**src/rbseq_pkg.sv**
```systemverilog
// Shared constants and types for the reset and brown-out sequencer.
// Assumes a single 200 MHz system clock and an AHB-Lite register port.
package rbseq_pkg;

  // Register byte offsets.
  localparam logic [4:0] OFF_SYS_CTRL = 5'h00;
  localparam logic [4:0] OFF_PMU_CTRL = 5'h04;
  localparam logic [4:0] OFF_DBG_RST  = 5'h08;
  localparam logic [4:0] OFF_BO_THR   = 5'h0C;
  localparam logic [4:0] OFF_BO_EN    = 5'h10;
  localparam logic [4:0] OFF_SLP_TMR  = 5'h14;
  localparam logic [4:0] OFF_STATUS   = 5'h18;
  localparam logic [4:0] OFF_SCRATCH  = 5'h1C;

  // Field positions.
  localparam int BIT_SOFT_REBOOT = 0;
  localparam int BIT_WAKE_REBOOT = 0;
  localparam int BIT_DBG_REQ     = 0;
  localparam int BIT_BO_REBOOT   = 0;
  localparam int BO_RAIL_LSB     = 1;
  localparam int ST_STATE_LSB    = 0;
  localparam int ST_PASS_BIT     = 4;
  localparam int ST_IRQ_BIT      = 5;
  localparam int ST_RCOFF_BIT    = 6;
  localparam int ST_FAIL_LSB     = 8;

  // Sensed rails, in the order the machine visits them.
  localparam int N_RAILS  = 5;
  localparam int R_CORE   = 0;
  localparam int R_1V8    = 1;
  localparam int R_1V8PAD = 2;
  localparam int R_3V3    = 3;
  localparam int R_BATT   = 4;

  // Widths and reset values.
  localparam int THR_W = 16;
  localparam int TMR_W = 16;
  localparam logic [THR_W-1:0]   BO_THR_RST = 16'h0000;
  localparam logic [N_RAILS:0]   BO_EN_RST  = 6'h3F;
  localparam logic [TMR_W-1:0]   SLP_TMR_RST = 16'h0000;
  localparam logic [31:0]        SCRATCH_RST = 32'h00000000;

  // RC oscillator divides by 16 to 1 MHz; steps run at a quarter of that.
  localparam int RC_DIV   = 16;
  localparam int STEP_DIV = 4;

  typedef enum logic [3:0] {
    bo_state_idle, bo_state_core, bo_state_1v8, bo_state_1v8_pad,
    bo_state_3v3, bo_state_battery, bo_state_done
  } rbseq_bo_st_t;

  typedef struct packed {
    logic por;
    logic hw;
    logic sw;
  } rbseq_rst_t;

endpackage : rbseq_pkg

```
**src/rbseq_top.sv**
```systemverilog
// Reset generator and brown-out sequencer with an AHB-Lite register port.
// Assumes comparator and pin inputs are asynchronous; CPU, watchdog and wake
// inputs come from logic on mclk.
`timescale 1ns/100ps
// Summary of operation
// - Hold power-on reset until supplies good
// - Power-on reset initialises every register except status
// - Hardware reset from pin, watchdog, POR, debugger
// - Software reset from bit, hardware reset, core
// - Wake from sleep reboots when enabled
// - Hardware reset restarts cold boot sequence
// - Software request ORs register bit and core
// - Status registers cleared only by power-up reset
// - Scratch and soft-reboot bit cleared by software reset; control registers by hardware reset
// - Enabled non-battery rail below threshold forces power-on reset
// - Machine steps on 25% pulses from 1 MHz
// - Thresholds from register, per-rail and global enables
// - Idle, five sensing states, done, back idle
// - Sensing states before battery reset on low enabled rail
// - Battery state raises converter interrupt, never resets
// - Done state stops RC oscillator, returns idle
// - Extended sleep start needs nonzero sleep timer
// - External reset pin is active high
module rbseq_top
  import rbseq_pkg::*;
(
  input  wire logic               mclk,                 // System clock, 200 MHz.
  input  wire logic               sys_rst,              // Power-up reset, active high.
  input  wire logic               hsel,                 // AHB slave select.
  input  wire logic [31:0]        haddr,                // AHB address.
  input  wire logic [1:0]         htrans,               // AHB transfer type.
  input  wire logic               hwrite,               // AHB write flag.
  input  wire logic [2:0]         hsize,                // AHB transfer size.
  input  wire logic [31:0]        hwdata,               // AHB write data.
  input  wire logic               hready,               // AHB bus ready.
  output logic                    hreadyout,            // Slave ready, high outside reset.
  output logic                    hresp,                // Slave response, always OKAY.
  output logic [31:0]             hrdata,               // AHB read data.
  input  wire logic               reset_pin,            // External reset, active high.
  input  wire logic               wdog_expire,          // Watchdog expiry pulse.
  input  wire logic               core_sysreset_req,    // Core reset request pulse.
  input  wire logic               wake_evt,             // Wakeup from sleep pulse.
  input  wire logic               wake_from_ext,        // Wakeup was from extended sleep.
  input  wire logic               core_ok,              // Core supply above minimum.
  input  wire logic [N_RAILS-1:0] rail_low,             // Rail below threshold flags.
  input  wire logic               rc_osc_fast,          // 16 MHz RC oscillator.
  output rbseq_rst_t              rst_out,              // Reset domain outputs.
  output logic                    cold_start_q,         // Boot ROM restart pulse.
  output logic [THR_W-1:0]        bo_thresh_q,          // Comparator threshold setting.
  output logic                    rc_osc_off_q,         // Request to stop RC oscillator.
  output logic                    converter_low_batt_irq, // Battery low interrupt level.
  output logic                    brownout_fsm_clock    // 1 MHz brown-out clock.
);
  logic [N_RAILS-1:0] rail_low_s;
  logic               pin_s;
  logic               core_ok_s;
  logic               step_q;
  logic               step_rise;

  rbseq_sync #(.W(N_RAILS + 2)) u_sync (
    .mclk    (mclk),
    .sys_rst (sys_rst),
    .d       ({rail_low, reset_pin, core_ok}),
    .q       ({rail_low_s, pin_s, core_ok_s})
  );

  rbseq_bodclk u_bodclk (
    .mclk        (mclk),
    .sys_rst     (sys_rst),
    .rc_osc_fast (rc_osc_fast),
    .fsm_clk_q   (brownout_fsm_clock),
    .step_q      (step_q),
    .step_rise   (step_rise)
  );

  // Reset domains and their state.
  logic               por_q;
  logic               hw_q;
  logic               sw_q;
  logic               soft_req_q;
  logic               wake_en_q;
  logic               dbg_req_q;
  logic [N_RAILS:0]   bo_en_q;
  logic [TMR_W-1:0]   slp_tmr_q;
  logic [31:0]        scratch_q;
  logic [N_RAILS-1:0] bo_fail_q;
  logic               bo_pass_q;
  logic               pass_ok_q;
  logic               irq_q;
  rbseq_bo_st_t       st_q;
  rbseq_bo_st_t       st_d;

  assign rst_out = '{por: por_q, hw: hw_q, sw: sw_q};
  assign converter_low_batt_irq = irq_q;

  // Bus decode.
  logic       dp_wr_q;
  logic [4:0] dp_addr_q;
  wire        ap_take = hsel & hready & htrans[1];
  wire [4:0]  ap_addr = haddr[4:0];
  wire        wr_sys  = dp_wr_q & (dp_addr_q == OFF_SYS_CTRL);
  wire        wr_pmu  = dp_wr_q & (dp_addr_q == OFF_PMU_CTRL);
  wire        wr_dbg  = dp_wr_q & (dp_addr_q == OFF_DBG_RST);
  wire        wr_thr  = dp_wr_q & (dp_addr_q == OFF_BO_THR);
  wire        wr_en   = dp_wr_q & (dp_addr_q == OFF_BO_EN);
  wire        wr_tmr  = dp_wr_q & (dp_addr_q == OFF_SLP_TMR);
  wire        wr_scr  = dp_wr_q & (dp_addr_q == OFF_SCRATCH);

  wire [31:0] status_word = {16'h0000, 3'b000, bo_fail_q, 1'b0, rc_osc_off_q,
                             irq_q, bo_pass_q, st_q};
  logic [31:0] rd_word;
  always_comb begin
    unique case (ap_addr)
      OFF_SYS_CTRL: rd_word = 32'(soft_req_q);
      OFF_PMU_CTRL: rd_word = 32'(wake_en_q);
      OFF_DBG_RST:  rd_word = 32'(dbg_req_q);
      OFF_BO_THR:   rd_word = 32'(bo_thresh_q);
      OFF_BO_EN:    rd_word = 32'(bo_en_q);
      OFF_SLP_TMR:  rd_word = 32'(slp_tmr_q);
      OFF_STATUS:   rd_word = status_word;
      OFF_SCRATCH:  rd_word = scratch_q;
      default:      rd_word = 32'h00000000;
    endcase
  end

  always_ff @(posedge mclk) begin
    if (sys_rst) begin
      dp_wr_q   <= 1'b0;
      dp_addr_q <= 5'h00;
      hrdata    <= 32'h00000000;
      hreadyout <= 1'b0;
      hresp     <= 1'b0;
    end else begin
      hreadyout <= 1'b1;
      dp_wr_q   <= ap_take & hwrite;
      if (ap_take) begin
        dp_addr_q <= ap_addr;
        hrdata    <= rd_word;
      end
    end
  end

  // Brown-out checks; each sensing state looks at one rail.
  logic [N_RAILS-1:0] sense_sel;
  always_comb begin
    sense_sel = '0;
    unique case (st_q)
      bo_state_core:    sense_sel[R_CORE]   = 1'b1;
      bo_state_1v8:     sense_sel[R_1V8]    = 1'b1;
      bo_state_1v8_pad: sense_sel[R_1V8PAD] = 1'b1;
      bo_state_3v3:     sense_sel[R_3V3]    = 1'b1;
      bo_state_battery: sense_sel[R_BATT]   = 1'b1;
      default:          sense_sel = '0;
    endcase
  end

  wire [N_RAILS-1:0] rail_en  = bo_en_q[BO_RAIL_LSB +: N_RAILS];
  wire [N_RAILS-1:0] rail_hit = sense_sel & rail_low_s & rail_en;
  wire               bo_fault = bo_en_q[BIT_BO_REBOOT] & step_rise
                              & (|rail_hit[R_3V3:R_CORE]);
  wire               batt_low = step_rise & rail_hit[R_BATT];
  wire               tmr_ok   = ~wake_from_ext | (slp_tmr_q != '0);
  wire               bo_start = (st_q == bo_state_idle)
                              & ((wake_evt & tmr_ok) | ~bo_pass_q);

  always_comb begin
    st_d = st_q;
    unique case (st_q)
      bo_state_idle:    if (bo_start) st_d = bo_state_core;
      bo_state_core:    if (step_rise) st_d = bo_state_1v8;
      bo_state_1v8:     if (step_rise) st_d = bo_state_1v8_pad;
      bo_state_1v8_pad: if (step_rise) st_d = bo_state_3v3;
      bo_state_3v3:     if (step_rise) st_d = bo_state_battery;
      bo_state_battery: if (step_rise) st_d = bo_state_done;
      bo_state_done:    if (step_rise) st_d = bo_state_idle;
      default:          st_d = bo_state_idle;
    endcase
  end

  // The machine is the detector itself, so only power-up resets it.
  always_ff @(posedge mclk) begin
    if (sys_rst) begin
      st_q         <= bo_state_idle;
      bo_pass_q    <= 1'b0;
      pass_ok_q    <= 1'b0;
      rc_osc_off_q <= 1'b0;
      irq_q        <= 1'b0;
      bo_fail_q    <= '0;
    end else begin
      st_q <= st_d;
      if (bo_fault) begin
        bo_pass_q <= 1'b0;
        bo_fail_q <= bo_fail_q | rail_hit;
      end else if (st_q == bo_state_done && step_rise) begin
        bo_pass_q <= pass_ok_q;
      end
      // A pass that saw a fault must not release power-on reset at its end.
      if (bo_start) begin
        pass_ok_q <= 1'b1;
      end else if (bo_fault) begin
        pass_ok_q <= 1'b0;
      end
      if (bo_start) begin
        rc_osc_off_q <= 1'b0;
      end else if (st_q == bo_state_done && step_rise) begin
        rc_osc_off_q <= 1'b1;
      end
      if (batt_low) begin
        irq_q <= 1'b1;
      end else if (st_q == bo_state_core && step_rise) begin
        irq_q <= 1'b0;
      end
    end
  end

  // Reset chain: power-on feeds hardware, hardware feeds software.
  wire por_d = sys_rst | ~core_ok_s | ~bo_pass_q | bo_fault;
  wire wake_reboot = wake_evt & wake_en_q;
  wire hw_d  = por_q | pin_s | wdog_expire | dbg_req_q | wake_reboot;
  wire sw_d  = hw_q | soft_req_q | core_sysreset_req;

  always_ff @(posedge mclk) begin
    if (sys_rst) begin
      por_q        <= 1'b1;
      hw_q         <= 1'b1;
      sw_q         <= 1'b1;
      cold_start_q <= 1'b0;
    end else begin
      por_q        <= por_d;
      hw_q         <= hw_d;
      sw_q         <= sw_d;
      cold_start_q <= hw_q & ~hw_d;
    end
  end

  // Control registers cleared by the hardware reset only. The request bits
  // drop once their reset has been taken, so a reset cannot latch itself.
  always_ff @(posedge mclk) begin
    if (hw_q) begin
      wake_en_q   <= 1'b0;
      dbg_req_q   <= 1'b0;
      bo_thresh_q <= BO_THR_RST;
      bo_en_q     <= BO_EN_RST;
      slp_tmr_q   <= SLP_TMR_RST;
    end else begin
      if (wr_pmu) wake_en_q <= hwdata[BIT_WAKE_REBOOT];
      if (wr_dbg) dbg_req_q <= hwdata[BIT_DBG_REQ];
      if (wr_thr) bo_thresh_q <= hwdata[THR_W-1:0];
      if (wr_en) bo_en_q <= hwdata[N_RAILS:0];
      if (wr_tmr) slp_tmr_q <= hwdata[TMR_W-1:0];
    end
  end

  always_ff @(posedge mclk) begin
    if (hw_q || sw_q) begin
      soft_req_q <= 1'b0;
    end else if (wr_sys) begin
      soft_req_q <= hwdata[BIT_SOFT_REBOOT];
    end
  end

  always_ff @(posedge mclk) begin
    if (sw_q) begin
      scratch_q <= SCRATCH_RST;
    end else if (wr_scr) begin
      scratch_q <= hwdata;
    end
  end
endmodule : rbseq_top

```
**src/rbseq_sync.sv**
```systemverilog
// Two-stage synchroniser for levels that arrive from outside mclk.
// Assumes the inputs are slow against the 5 ns clock period.
`timescale 1ns/100ps
module rbseq_sync #(
  parameter int W = 1
) (
  input  wire logic         mclk,    // System clock.
  input  wire logic         sys_rst, // Synchronous reset, active high.
  input  wire logic [W-1:0] d,       // Asynchronous input.
  output logic      [W-1:0] q        // Synchronised output.
);
  logic [W-1:0] meta_q;

  always_ff @(posedge mclk) begin
    if (sys_rst) begin
      meta_q <= '0;
      q      <= '0;
    end else begin
      meta_q <= d;
      q      <= meta_q;
    end
  end
endmodule : rbseq_sync

```
**src/rbseq_bodclk.sv**
```systemverilog
// Derives the 1 MHz brown-out clock and the 25% step pulses from the RC oscillator.
// Assumes the RC clock arrives as a pin far slower than mclk.
`timescale 1ns/100ps
module rbseq_bodclk
  import rbseq_pkg::*;
(
  input  wire logic mclk,        // System clock.
  input  wire logic sys_rst,     // Synchronous reset, active high.
  input  wire logic rc_osc_fast, // 16 MHz RC oscillator, asynchronous.
  output logic      fsm_clk_q,   // 1 MHz brown-out clock level.
  output logic      step_q,      // 250 kHz step level, 25% high.
  output logic      step_rise    // One mclk pulse at each step start.
);
  logic [1:0]                    rc_sync_q;
  logic                          rc_old_q;
  logic [$clog2(RC_DIV)-1:0]     div_q;
  logic [$clog2(STEP_DIV)-1:0]   phase_q;
  wire                           rc_edge = rc_sync_q[1] & ~rc_old_q;
  wire                           tick    = rc_edge & (div_q == $bits(div_q)'(RC_DIV - 1));
  wire                           last_ph = phase_q == $bits(phase_q)'(STEP_DIV - 1);

  assign step_rise = tick & last_ph;

  always_ff @(posedge mclk) begin
    if (sys_rst) begin
      rc_sync_q <= '0;
      rc_old_q  <= 1'b0;
      div_q     <= '0;
      phase_q   <= '0;
      fsm_clk_q <= 1'b0;
      step_q    <= 1'b0;
    end else begin
      rc_sync_q <= {rc_sync_q[0], rc_osc_fast};
      rc_old_q  <= rc_sync_q[1];
      if (rc_edge) begin
        div_q     <= div_q + 1'b1;
        fsm_clk_q <= ~div_q[$bits(div_q)-1];
      end
      if (tick) begin
        phase_q <= phase_q + 1'b1;
        step_q  <= last_ph;
      end
    end
  end
endmodule : rbseq_bodclk

```
**config.mk**
```make
export PLATFORM = sky130hd
export DESIGN_NAME = rbseq_top
export DESIGN_NICKNAME = d
export VERILOG_FILES = /design/src/rbseq_pkg.sv /design/src/rbseq_top.sv /design/src/rbseq_sync.sv /design/src/rbseq_bodclk.sv
export SDC_FILE = /design/constraint.sdc
export NUM_CORES = 1
export LEC_CHECK = 0
export ABC_CLOCK_PERIOD_IN_PS = 5100
export BUFFER_PORTS_ARGS = -buffer_cell sky130_fd_sc_hd__buf_2
export CORE_MARGIN = 8
export CORE_UTILIZATION = 40
export DETAILED_ROUTE_END_ITERATION = 10
export PLACE_DENSITY_LB_ADDON = 0.12
export REMOVE_ABC_BUFFERS = 1
export SLEW_MARGIN = 20
export SYNTH_ARGS = -nofsm -noshare
export SYNTH_HDL_FRONTEND = slang
export SYNTH_SLANG_ARGS = --single-unit
```
**constraint.sdc**
```tcl
create_clock -name mclk -period 5.1 [get_ports mclk]
set_clock_uncertainty 0.05 [all_clocks]
set_input_delay 0.51 -clock mclk [delete_from_list [all_inputs] [get_ports mclk]]
set_output_delay 0.51 -clock mclk [all_outputs]
set_load 0.02 [all_outputs]
```
# --- Word-level counts from Yosys, hierarchy flattened ---
# Index checks and enable logic that the tools add are counted.
totals:
  regBits: 153
  inputBits: 86
  output_inout_bits: 57
  wordCells: 130
op_classes:
  addsub: 2
  eq_ne: 28
  n_mux: 19
  bitwise_logic: 40
  n_reduce_logical: 13
ops:
  columns: ["operator", "count"]
  rows:
  - ["one-hot mux 32 bit (8 select lines)", 1]
  - ["equality test 5 bit (second input constant)", 7]
  - ["2-to-1 mux 4 bit", 7]
  - ["one-hot mux 4 bit (7 select lines)", 1]
  - ["bitwise AND 1 bit", 20]
  - ["equality test 5 x 4 -> 1 bit (second input constant)", 4]
  - ["nonzero test 16 bit", 1]
  - ["inequality test 2 bit (second input constant)", 7]
  - ["equality test 4 x 3 -> 1 bit (second input constant)", 3]
  - ["bitwise OR 1 bit", 11]
  - ["bitwise AND 5 bit", 2]
  - ["equality test 5 x 3 -> 1 bit (second input constant)", 2]
  - ["logical NOT 5 bit", 2]
  - ["2-to-1 mux 1 bit", 10]
  - ["equality test 4 x 2 -> 1 bit (second input constant)", 2]
  - ["AND reduction 7 bit", 1]
  - ["NOT 1 bit", 6]
  - ["bitwise OR 5 bit", 1]
  - ["adder 4 x 1 -> 4 bit (second input constant)", 1]
  - ["equality test 4 x 1 -> 1 bit (second input constant)", 1]
  - ["equality test 4 bit (second input constant)", 1]
  - ["logical NOT 4 bit", 1]
  - ["nonzero test 2 bit", 2]
  - ["OR reduction 2 bit", 2]
  - ["other kinds (5)", 6]

# --- Longest topological paths before layout ---
# Gate-level depths: netlist (run 1).
logic_depth:
  depth_word: 8
  mapped_depth: 6
  ltp_nobuf: 5

# --- Modules after synthesis ---
# From an unflattened synthesis (run 1), not the netlist that was laid out.
hier_totals:
  hier_cells: 633
  area_unflattened_um2: 6017.0
modules_own_cells:
  columns: ["module", "instances", "cells_per_inst", "area_per_inst_um2", "seq_area_each_um2"]
  rows:
  - ["rbseq_top", 1, 559, 5163.7, 2562.5]
  - ["rbseq_bodclk", 1, 45, 445.4, 220.2]
  - ["rbseq_sync", 1, 29, 407.9, 280.3]

# --- Worst setup path before layout (run 1) ---
# No wires, ideal clock.
synth_path:
  path_kind: "input port to flip-flop"
  start: "input port haddr[4]"
  end: "register hrdata[13]"
  setup_ps: 69
  arrival_ps: 1634
  t_required_ps: 4981
  slack_ps: 3347
  cell_stages: 5
  path_buffers: 1
  cell_sequence: "buf_2 -> or3b_4 -> nor3b_4 -> a22oi_1 -> o21ai_1"
synth_between:
  elab_chain_len: 2
  word_cells_on_any_way: 9
  cone_classes: "eq/ne: 7; mux: 1; reduce/logical: 1"
synth_rtl:
  columns: ["element", "line", "source"]
  rows:
  - ["from (decl)", "rbseq_top.sv:30", "input wire logic [31:0] haddr,"]
  - ["equality test 5 bit (tied with other cells)", "rbseq_top.sv:113", "unique case (ap_addr)"]
  - ["one-hot mux 32 bit (8 select lines) (*)", "rbseq_top.sv:113", null]
  - ["to (signal assigned)", "rbseq_top.sv:138", "hrdata <= rd_word;"]
  - ["to (decl)", "rbseq_top.sv:38", "output logic [31:0] hrdata,"]
# Every way passes the cells marked *; elsewhere a longest branch is shown, timed or not.
# A chain may end at the register's enable or synchronous reset.

# --- Worst setup path after layout (run 1) ---
layout_path:
  start: "register dp_addr_q[0]"
  end: "register scratch_q[20]"
layout_between:
  elab_chain_len: 2
layout_rtl:
  columns: ["element", "line", "source"]
  rows:
  - ["from (decl)", "rbseq_top.sv:98", "logic [4:0] dp_addr_q;"]
  - ["from (signal assigned)", "rbseq_top.sv:137", "dp_addr_q <= ap_addr;"]
  - ["equality test 5 bit", "rbseq_top.sv:107", "wire wr_scr = dp_wr_q & (dp_addr_q == OFF_SCRATCH);"]
  - ["bitwise AND 1 bit", "rbseq_top.sv:107", null]
  - ["to (signal assigned)", "rbseq_top.sv:266", "scratch_q <= hwdata;"]
  - ["to (decl)", "rbseq_top.sv:85", "logic [31:0] scratch_q;"]
# Every way passes these cells.

==> flow_metrics.tcl, run 1 <==
set metrics [dict create \
    core_mm2 0.01453 \
    area_growth_pct 20.58 \
    fp.dieW_um 138.0 \
    synth.largest_area_cell "dfxtp_1" \
    place_ws_ns 2.654 \
    yosys-top-cells-count "dfxtp_1 (152), nand2_1 (108), nor2_1 (72)" \
    dieArea_mm2 0.01904 \
    final_core_utilization_pct 49.38 \
    num_antenna_cells 0 \
    fin_tns_setup_ns 0 \
    first_iter_violations 286 \
    placement.io_buffers 110 \
    yosysSeqAreaShare_pct 51.12 \
    synth_top_area_share_pct 51.12 \
    wirelength_mm 16.40 \
    insertion_delay_ns 0.42 \
    grt_pass1_vias 5037 \
    synth_xor_area_share_pct 0.5886 \
    start_util_pct 40.95 \
    syn_area_per_cell_um2 9.271 \
    tightest_slew_ns 0.9312 \
    end_kind "register" \
    synth_seq_cells 152 \
    drive_gt1_share_pct 22.34 \
    crit_arrival_ns 2.39 \
    cp_data_required_time_ns 5.33 \
    synth.top_cells.by_area "dfxtp_1 (51%), mux2i_1 (7.9%), nand2_1 (6.8%)" \
    muxShareOfSynthArea_pct 10.24 \
    core.rowCount 44 \
    htree_levels 4 \
    power_switching_uw 544.3 \
    postRouteAntennaNets 0 \
    cts_tree "yes" \
    path_class "register to register" \
    finalHoldViolCount 0 \
    hold_path_class "input port to register" \
    slew_viol_final 0 \
    power_frac_comb_pct 3.4 \
    cpPeakStageDelay_ns 0.67 \
    drc 0 \
    antenna_found_initial 0 \
    grt_pass1_wl_mm 25.69 \
    fill_cells 1434 \
    syn_area_mm2 0.005952 \
    rsz0062_at_grt "no" \
    pin_count 143 \
    crit_family "simple AND/OR/NAND/NOR gates" \
    nNetsFinal 818 \
    place_hpwl_mm 11.17 \
    clkSlewWorstSetupHoldPaths_ns 0.06 \
    synth_top_family_by_area "simple AND/OR/NAND/NOR gates" \
    crit_chain "nor3b_2, nand4_1, buf_4, nand2_1, a21oi_1" \
    vias 4909 \
    synth_simple_gate_area_share_pct 21.34 \
    crit_slowest_cell "nand4_1" \
    via_per_inst 5.296 \
    synth.distinct_cells 59 \
    maxCapViolCount 0 \
    seqPwrFrac_pct 46.2 \
    setup_viol 0 \
    cts_buffers 17 \
    netlist_instances 642 \
    cts.sinks 152 \
    drt-wirelength-per-cell_um 17.69 \
    busiest_layer "met2" \
    worst_slack_ns 2.941 \
    grt_util_met3_pct 5.761 \
    p_int_mw 2.060 \
    ys_warn_count 0 \
    synthAdderAreaFrac_pct 0.4204 \
    cts-root-buf "clkbuf_16" \
    die_h_um 138.0 \
    fmax_ghz 0.4631 \
    power.density_mw_per_mm2 362.9 \
    gp_congestion 0.8158 \
    grt_remaining_overflow 0 \
    leakagePower_nw 2.823 \
    synth-compound-area-share_pct 11.88 \
    ys.flop_type "dfxtp_1" \
    ys_async_sr_fraction_pct 0 \
    use_met1_pct 20.85 \
    slew_headroom_pct 37.35 \
    cts_resized 0 \
    p_total_mw 2.605 \
    ctsHoldBuffers 0 \
    synth_edf_count 0 \
    switching_share_pct 20.90 \
    critPathBufInv 1 \
    ir_worst_vdd_uv 244.1 \
    outcome "finished clean" \
    post_cts.repair.setup_buffers 0 \
    clockBufferDepth 2 \
    clockPowerShare_pct 50.3 \
    use_met2_pct 28.83 \
    fin_crit_ns 2.159 \
    finalCritPeriodShare_pct 42.34 \
    cp-start-kind "register" \
    grt_max_degree 61 \
    synth.most_common_cell "dfxtp_1" \
    track_usage_pct 17.56 \
    worstPathMaxFanout 20 \
    drt_pre_antenna_iters 5 \
]
-- cell type report --
cell class | count | area, µm² | share of cell area (%)
flip-flops and latches | 152 | 3043 | 42.40
multi-input cells | 435 | 2654 | 36.98
repair buffers | 117 | 603.1 | 8.403
clock buffers | 19 | 442.9 | 6.172
well taps | 184 | 230.2 | 3.208
clock inverters | 13 | 177.7 | 2.476
inverters | 7 | 26.28 | 0.3661
-- per-layer routing --
layer / share of wire [%] / wire length (µm)
met5: 0 / 0
met2: 49 / 7966
met1: 43 / 7033
met4: 1.9 / 314
met3: 6.6 / 1085
-- per-stage QoR --
step / hold WS (ns) / std cells / instance area [µm²]
2_1_floorplan: 0.3638 / 594 / 5719
3_3_place_gp: 0.3747 / 895 / 6553
3_5_place_dp: 0.3742 / 895 / 6553
4_1_cts: 0.2172 / 927 / 7173
5_1_grt: 0.2235 / 927 / 7177
6_report: 0.2281 / 927 / 7177
-- cells by family after synthesis --
group / after synthesis
compound gates: 114
xor+xnor: 4
fa+ha+maj: 2
buf+inv: 55
flops: 152
mux: 55
other cells: 1
simple gates: 259
-- registers in the layout, indices dropped and copies added, names as in the netlist, 2 cells and up --
| register | count |
|---|---|
| hrdata | 32 |
| scratch_q | 32 |
| bo_thresh_q | 16 |
| slp_tmr_q | 16 |
| u_sync.meta_q | 7 |
| u_sync.q | 7 |
| bo_en_q | 6 |
| bo_fail_q | 5 |
| dp_addr_q | 5 |
| u_bodclk.div_q | 4 |
| st_q | 3 |
| u_bodclk.phase_q | 2 |
| u_bodclk.rc_sync_q | 2 |
-- worst register-to-register path: cells and delay by family (launching register included) --
family | cells | cell delay [ns]
AOI/OAI and AO/OA | 1 | 0.07
buffers and inverters | 1 | 0.48
DFF | 1 | 0.34
and+or+nand+nor | 3 | 1.09
-- power groups by stage --
| stage | Clock [mW] | Sequential (mW) | Combinational, mW |
|---|---|---|---|
| after global placement | 0 | 1.23 | 0.0877 |
| after global routing | 1.39 | 1.21 | 0.0974 |
| after floorplan | 0 | 1.23 | 0.0328 |
| after CTS | 1.34 | 1.20 | 0.0895 |
| after detailed placement | 0 | 1.23 | 0.0894 |
| final | 1.31 | 1.20 | 0.0890 |
-- final timing paths --
kind | from | to | slack [ns] | depth (start not counted)
max reg2reg | dp_addr_q[0] | scratch_q[20] | 2.94 | 5
max | dp_addr_q[0] | scratch_q[20] | 2.94 | 5
min reg2reg | u_bodclk.rc_sync_q[0] | u_bodclk.rc_sync_q[1] | 0.39 | 1
min | core_sysreset_req | sw_q | 0.23 | 2
-- cells in the final DEF (no fill, tap or decap), drive strengths merged, types with 2 or more instances in the layout --
master	count
a221oi	8
nor4b	2
buf	117
or3b	2
dfxtp	152
and3	4
nand3b	15
mux2	4
clkinv	4
inv	7
nor2	72
o21a	2
a211oi	2
bufinv	4
nand4	4
xor2	2
clkinvlp	5
nor3	8
mux2i	47
nand2	108
nor4	5
clkbuf	19
nor3b	2
a22oi	24
a21oi	53
nor2b	20
o21ai	16
nand3	3
ha	2
xnor2	2
mux4	4
and4	6
Note: power is estimated with default switching activity, not from simulation.
==> run 2: changes to the inputs <==
--- a/config.mk
+++ b/config.mk
@@ -5,7 +5,8 @@
 export SDC_FILE = /design/constraint.sdc
 export NUM_CORES = 1
 export LEC_CHECK = 0
-export ABC_CLOCK_PERIOD_IN_PS = 5100
+export ABC_AREA = 1
+export ABC_CLOCK_PERIOD_IN_PS = 2200
 export BUFFER_PORTS_ARGS = -buffer_cell sky130_fd_sc_hd__buf_2
 export CORE_MARGIN = 8
 export CORE_UTILIZATION = 40
==> constraint.sdc (replaced) <==
create_clock -name mclk -period 2.2 [get_ports mclk]
set_clock_uncertainty 0.05 [all_clocks]
set_input_delay 0.22 -clock mclk [delete_from_list [all_inputs] [get_ports mclk]]
set_output_delay 0.22 -clock mclk [all_outputs]
set_load 0.02 [all_outputs]
==> flow_metrics.tcl, run 2 <==
set metrics [dict create \
    area_growth_pct 23.52 \
    drt-wirelength-per-cell_um 14.82 \
    worstPathMaxFanout 10 \
    critPathBufInv 1 \
    post_cts.repair.setup_buffers 0 \
    vias 5482 \
    synth_top_area_share_pct 50.49 \
    cts_tree "yes" \
    ys_warn_count 0 \
    ff2ff_setup_slack_ns 0.53 \
    cp-start-kind "register" \
    insertion_delay_ns 0.41 \
    core_mm2 0.01498 \
    crit_chain "buf_2" \
    gp_congestion 0.8699 \
    yosysSeqAreaShare_pct 50.49 \
    track_usage_pct 17.21 \
    cts.sinks 152 \
    finalHoldViolCount 0 \
    place_hpwl_mm 11.70 \
    finalCritPeriodShare_pct 76.22 \
    drc 0 \
    cpPeakStageDelay_ns 0.71 \
    rsz0062_at_grt "no" \
    slew_headroom_pct 51.90 \
    synth_edf_count 0 \
    cts_buffers 17 \
    grt_remaining_overflow 0 \
    tightest_slew_ns 0.7208 \
    reg2reg_from "dp_addr_q[0]" \
    start_util_pct 40.24 \
    postRouteAntennaNets 0 \
    drt_pre_antenna_iters 5 \
    fin_crit_ns 1.677 \
    crit_family "flip-flops" \
    grt_max_degree 41 \
    drive_gt1_share_pct 19.27 \
    synth.most_common_cell "nand2_1" \
    die_h_um 138.8 \
    r2r_end "scratch_q[23]" \
    pin_count 143 \
    syn_area_per_cell_um2 7.572 \
    path_class "register to primary output" \
    syn_area_mm2 0.006027 \
    netlist_instances 796 \
    outcome "finished clean" \
    synth.largest_area_cell "dfxtp_1" \
    cp_data_required_time_ns 1.93 \
    largestRegisters "hrdata x32, scratch_q x32" \
    final_common_cell "nand2_1" \
    crit_arrival_ns 1.41 \
    first_iter_violations 365 \
    core.rowCount 45 \
    slew_viol_final 0 \
    clkSlewWorstSetupHoldPaths_ns 0.06 \
    clockBufferDepth 2 \
    yosys-top-cells-count "nand2_1 (196), dfxtp_1 (152), a21oi_1 (97)" \
    leakagePower_nw 3.047 \
    fmax_ghz 0.5963 \
    fp.dieW_um 138.8 \
    synth.top_cells.by_area "dfxtp_1 (50%), nand2_1 (12%), a21oi_1 (8.1%)" \
    critical_path.endpoint "rst_out[0]" \
    cts_resized 0 \
    whs_ns 0.01593 \
    grt_pass1_vias 5415 \
    ir_worst_vdd_uv 460.1 \
    antenna_found_initial 2 \
    cts-root-buf "clkbuf_16" \
    ys.flop_type "dfxtp_1" \
    layout_common_cells "nand2_1 (196), dfxtp_1 (152), buf_2 (110), a21oi_1 (97), nor2_1 (92)" \
    crit_start "sw_q" \
    ys_async_sr_fraction_pct 0 \
    via_per_inst 4.903 \
    nNetsFinal 1005 \
    crit_cells 1 \
    power.density_mw_per_mm2 815.4 \
    setup_viol 0 \
    grt_pass1_wl_mm 26.92 \
    synth_seq_cells 152 \
    rr_worst_depth 8 \
    fin_tns_setup_ns 0 \
    htree_levels 4 \
    placement.io_buffers 110 \
    maxCapViolCount 0 \
    crit_slowest_cell "dfxtp_1" \
    dieArea_mm2 0.01925 \
    end_kind "primary output" \
    wirelength_mm 16.57 \
    synth.distinct_cells 37 \
    hold_path_class "input port to register" \
]
## run 2: cell types whose count changed in the layout (fill, tap and decap cells not counted), sizes merged, moves of 30 or more
| cell | change |
|---|---|
| inv | +68 |
| mux2i | -47 |
| nor2 | +30 |
| nand2 | +89 |
| o21ai | +46 |
| a21oi | +44 |
## run 2: worst register-to-register path, cell delays in order, from the launching register on
cell,delay (ns)
dfxtp_1,0.32
nor2_2,0.16
nand2_1,0.08
nor2_1,0.15
inv_2,0.10
nor2_8,0.19
buf_4,0.30
nand2_1,0.09
a21oi_1,0.16
## run 2: cell type report
class	count	area, µm²
Antenna cell	1	2.502
Fill cell	1474	7532
Timing Repair Buffer	142	838.3
Clock buffer	22	464.2
Inverter	75	284.0
Sequential cell	152	3043
Tap cell	188	235.2
Clock inverter	9	100.1
Multi-Input combinational cell	529	2477
## run 2: layer usage
layer	GRT usage [%]	up-vias	wire length (µm)	share of wire, %
li1	-	2801	-	-
met1	21.37	2524	7755	47
met2	27.79	138	7604	46
met3	5.164	17	993	6.0
met4	6.066	2	203	1.2
met5	0	-	8	0.048
## run 2: how the worst min path moves through the flow
| stage | start | to | cells after the start |
|---|---|---|---|
| finish | hwdata[20] | scratch_q[20] | 3 |
| global route | hwdata[13] | bo_thresh_q[13] | 3 |
| CTS | hwdata[29] | scratch_q[29] | 3 |
| detailed placement | u_sync.q[0] | por_q | 1 |
| global placement | u_sync.q[0] | por_q | 1 |
| floorplan | sys_rst | bo_fail_q[0] | 1 |
## run 2: kinds of logic after synthesis
logic type / after synthesis / synth area share [%]
adder cells (fa/ha/maj): 2 / 0.4151
other: 1 / 0.06222
AND/OR/NAND/NOR: 349 / 24.70
flip-flops: 152 / 50.49
buffers and inverters: 115 / 8.491
AO/OA/AOI/OAI: 177 / 15.84
## run 2: power breakdown
| part | internal (mW) | switching [mW] | total (mW) |
|---|---|---|---|
| registers | 2.81 | 0.0436 | 2.85 |
| logic | 0.159 | 0.268 | 0.428 |
| clock network | 1.71 | 1.08 | 2.79 |
| total | 4.68 | 1.39 | 6.07 |
## run 2: timing repair
action	CTS	global route
hold buffers	19	0
setup endpoints to repair	0	0
hold endpoints to repair	19	0
## run 2: per-stage QoR
stage	total power, mW	setup WS [ns]	utilization, %	cells	instance area (µm²)
3_5_place_dp	3.312	0.4832	44.65	1067	6688
3_3_place_gp	3.294	0.5189	44.65	1067	6688
5_1_grt	6.304	0.3598	49.71	1118	7445
6_report	6.070	0.5231	49.71	1118	7445
2_1_floorplan	3.143	0.3082	-	756	5799
4_1_cts	6.135	0.4524	49.69	1117	7442
==> run 3: changes to the inputs <==
--- a/config.mk
+++ b/config.mk
@@ -6,7 +6,7 @@
 export NUM_CORES = 1
 export LEC_CHECK = 0
 export ABC_AREA = 1
-export ABC_CLOCK_PERIOD_IN_PS = 2200
+export ABC_CLOCK_PERIOD_IN_PS = 1600
 export BUFFER_PORTS_ARGS = -buffer_cell sky130_fd_sc_hd__buf_2
 export CORE_MARGIN = 8
 export CORE_UTILIZATION = 40
==> constraint.sdc (replaced) <==
create_clock -name mclk -period 1.6 [get_ports mclk]
set_clock_uncertainty 0.05 [all_clocks]
set_input_delay 0.16 -clock mclk [delete_from_list [all_inputs] [get_ports mclk]]
set_output_delay 0.16 -clock mclk [all_outputs]
set_load 0.02 [all_outputs]
==> flow_metrics.tcl, run 3 (same netlist as run 2, synthesis figures left out) <==
set metrics [dict create \
    htree_levels 4 \
    reg2reg_from "dbg_req_q" \
    maxCapViolCount 0 \
    power_frac_comb_pct 7.8 \
    ir_worst_vdd_uv 655.3 \
    crit_start "dbg_req_q" \
    gp_congestion 0.8451 \
    slew_viol_final 0 \
    cts_tree "yes" \
    grt_remaining_overflow 0 \
    cp_data_required_time_ns 1.85 \
    cts_buffers 17 \
    drive_gt1_share_pct 21.91 \
    cp-start-kind "register" \
    p_int_mw 6.840 \
    drt-wirelength-per-cell_um 14.69 \
    crit_arrival_ns 1.80 \
    die_h_um 138.8 \
    cts.sinks 152 \
    layout_common_cells "nand2_1 (195), dfxtp_1 (149), buf_2 (108), a21oi_1 (95), nor2_1 (90)" \
    antenna_found_initial 0 \
    fmax_ghz 0.6466 \
    finalCritPeriodShare_pct 96.66 \
    insertion_delay_ns 0.42 \
    vias 5689 \
    first_iter_violations 282 \
    fin_tns_setup_ns 0 \
    fill_cells 1427 \
    largestRegisters "hrdata x32, scratch_q x32" \
    postRouteAntennaNets 0 \
    core.rowCount 45 \
    worstPathMaxFanout 3 \
    power_switching_mw 2.015 \
    track_usage_pct 17.71 \
    worst_slack_ns 0.05345 \
    start_util_pct 40.24 \
    drt_pre_antenna_iters 5 \
    clkSlewWorstSetupHoldPaths_ns 0.06 \
    fin_crit_ns 1.547 \
    clockBufferDepth 2 \
    num_antenna_cells 0 \
    cts-root-buf "clkbuf_16" \
    grt_pass1_vias 5487 \
    hold_path_class "input port to register" \
    drc 0 \
    switching_share_pct 22.75 \
    outcome "finished clean" \
    r2r_end "hw_q" \
    setup_viol 0 \
    critical_path.endpoint "hw_q" \
    end_kind "register" \
    placement.io_buffers 110 \
    clockPowerShare_pct 48.0 \
    final_common_cell "nand2_1" \
    grt_max_degree 41 \
    rsz0062_at_grt "yes" \
    place_ws_ns -0.007897 \
    fp.dieW_um 138.8 \
    grt_pass1_wl_mm 27.56 \
    leakagePower_nw 3.294 \
    rr_worst_depth 3 \
    via_per_inst 4.904 \
    power.density_mw_per_mm2 1103 \
    place_hpwl_mm 12.20 \
    dieArea_mm2 0.01925 \
    area_growth_pct 33.24 \
    nNetsFinal 1047 \
    core_mm2 0.01498 \
    seqPwrFrac_pct 44.3 \
    path_class "register to register" \
    wirelength_mm 17.04 \
    pin_count 143 \
    finalHoldViolCount 0 \
    ff2ff_setup_slack_ns 0.05 \
]
==> run 3: changes by cell type in the layout (fill, tap and decap cells not counted), sizes merged <==
cell / change
buf: +15
bufinv: +2
clkbuf: -1
clkinv: -2
clkinvlp: +2
diode: -1
dlygate4sd3: +26
dlymetal6s4s: +1
==> run 3: timing repair <==
item / in CTS / in global routing
setup buffers: 2 / 2
hold buffers: 46 / 0
cloned: 0 / 1
endpoints found under the hold margin: 64 / 0
pin swaps: 1 / 10
endpoints found under the setup margin: 4 / 69
gates resized for setup: 2 / 23
==> run 3: worst min path at each step <==
stage,from,to,cells after the start
2_1_floorplan,sys_rst,bo_fail_q[0],1
3_3_place_gp,core_ok,u_sync.meta_q[0],3
3_5_place_dp,rc_osc_fast,u_bodclk.rc_sync_q[0],3
4_1_cts,sys_rst,u_sync.q[1],2
5_1_grt,sys_rst,u_sync.q[1],2
6_report,sys_rst,u_sync.q[1],2
==> run 3: critical path: stages (launching register included) <==
cell,delay (ns)
dfxtp_1,0.36
nor4_2,0.30
nand3_1,0.15
dlygate4sd3_1,0.59
==> run 3: per-stage QoR <==
stage	area, µm²	total power [mW]	std cells	util [%]	hold slack [ns]
6_report	8030	8.855	1160	53.62	0.04879
5_1_grt	8030	9.200	1160	53.62	0.04766
4_1_cts	7939	8.928	1159	53.01	0.02478
3_5_place_dp	6828	4.581	1079	45.59	0.3189
3_3_place_gp	6828	4.558	1079	45.59	0.3111
2_1_floorplan	5799	4.322	756	-	0.1791
==> run 3: routing by layer <==
| layer | vias to the layer above | global-route usage (%) | routed length [µm] |
|---|---|---|---|
| met4 | 0 | 7.395 | 317 |
| met2 | 165 | 27.50 | 7785 |
| met3 | 19 | 5.404 | 1259 |
| met5 | - | 0 | 0 |
| li1 | 2884 | - | - |
| met1 | 2621 | 22.42 | 7679 |
==> run 3: power groups by stage <==
stage	sequential, mW	combinational (mW)	clock, mW
floorplan	3.99	0.329	0
global placement	4.00	0.562	0
global route	3.92	0.769	4.51
detailed placement	4.00	0.583	0
CTS	3.91	0.670	4.34
finish	3.92	0.687	4.25
==> run 3: cell type report <==
class,count,area (µm²),share of cell area (%)
Clock buffer,21,460.4,5.734
Clock inverter,11,170.2,2.119
Inverter,75,290.3,3.615
Multi-Input combinational cell,529,2545,31.69
Sequential cell,152,3047,37.94
Tap cell,188,235.2,2.929
Timing Repair Buffer,184,1282,15.97
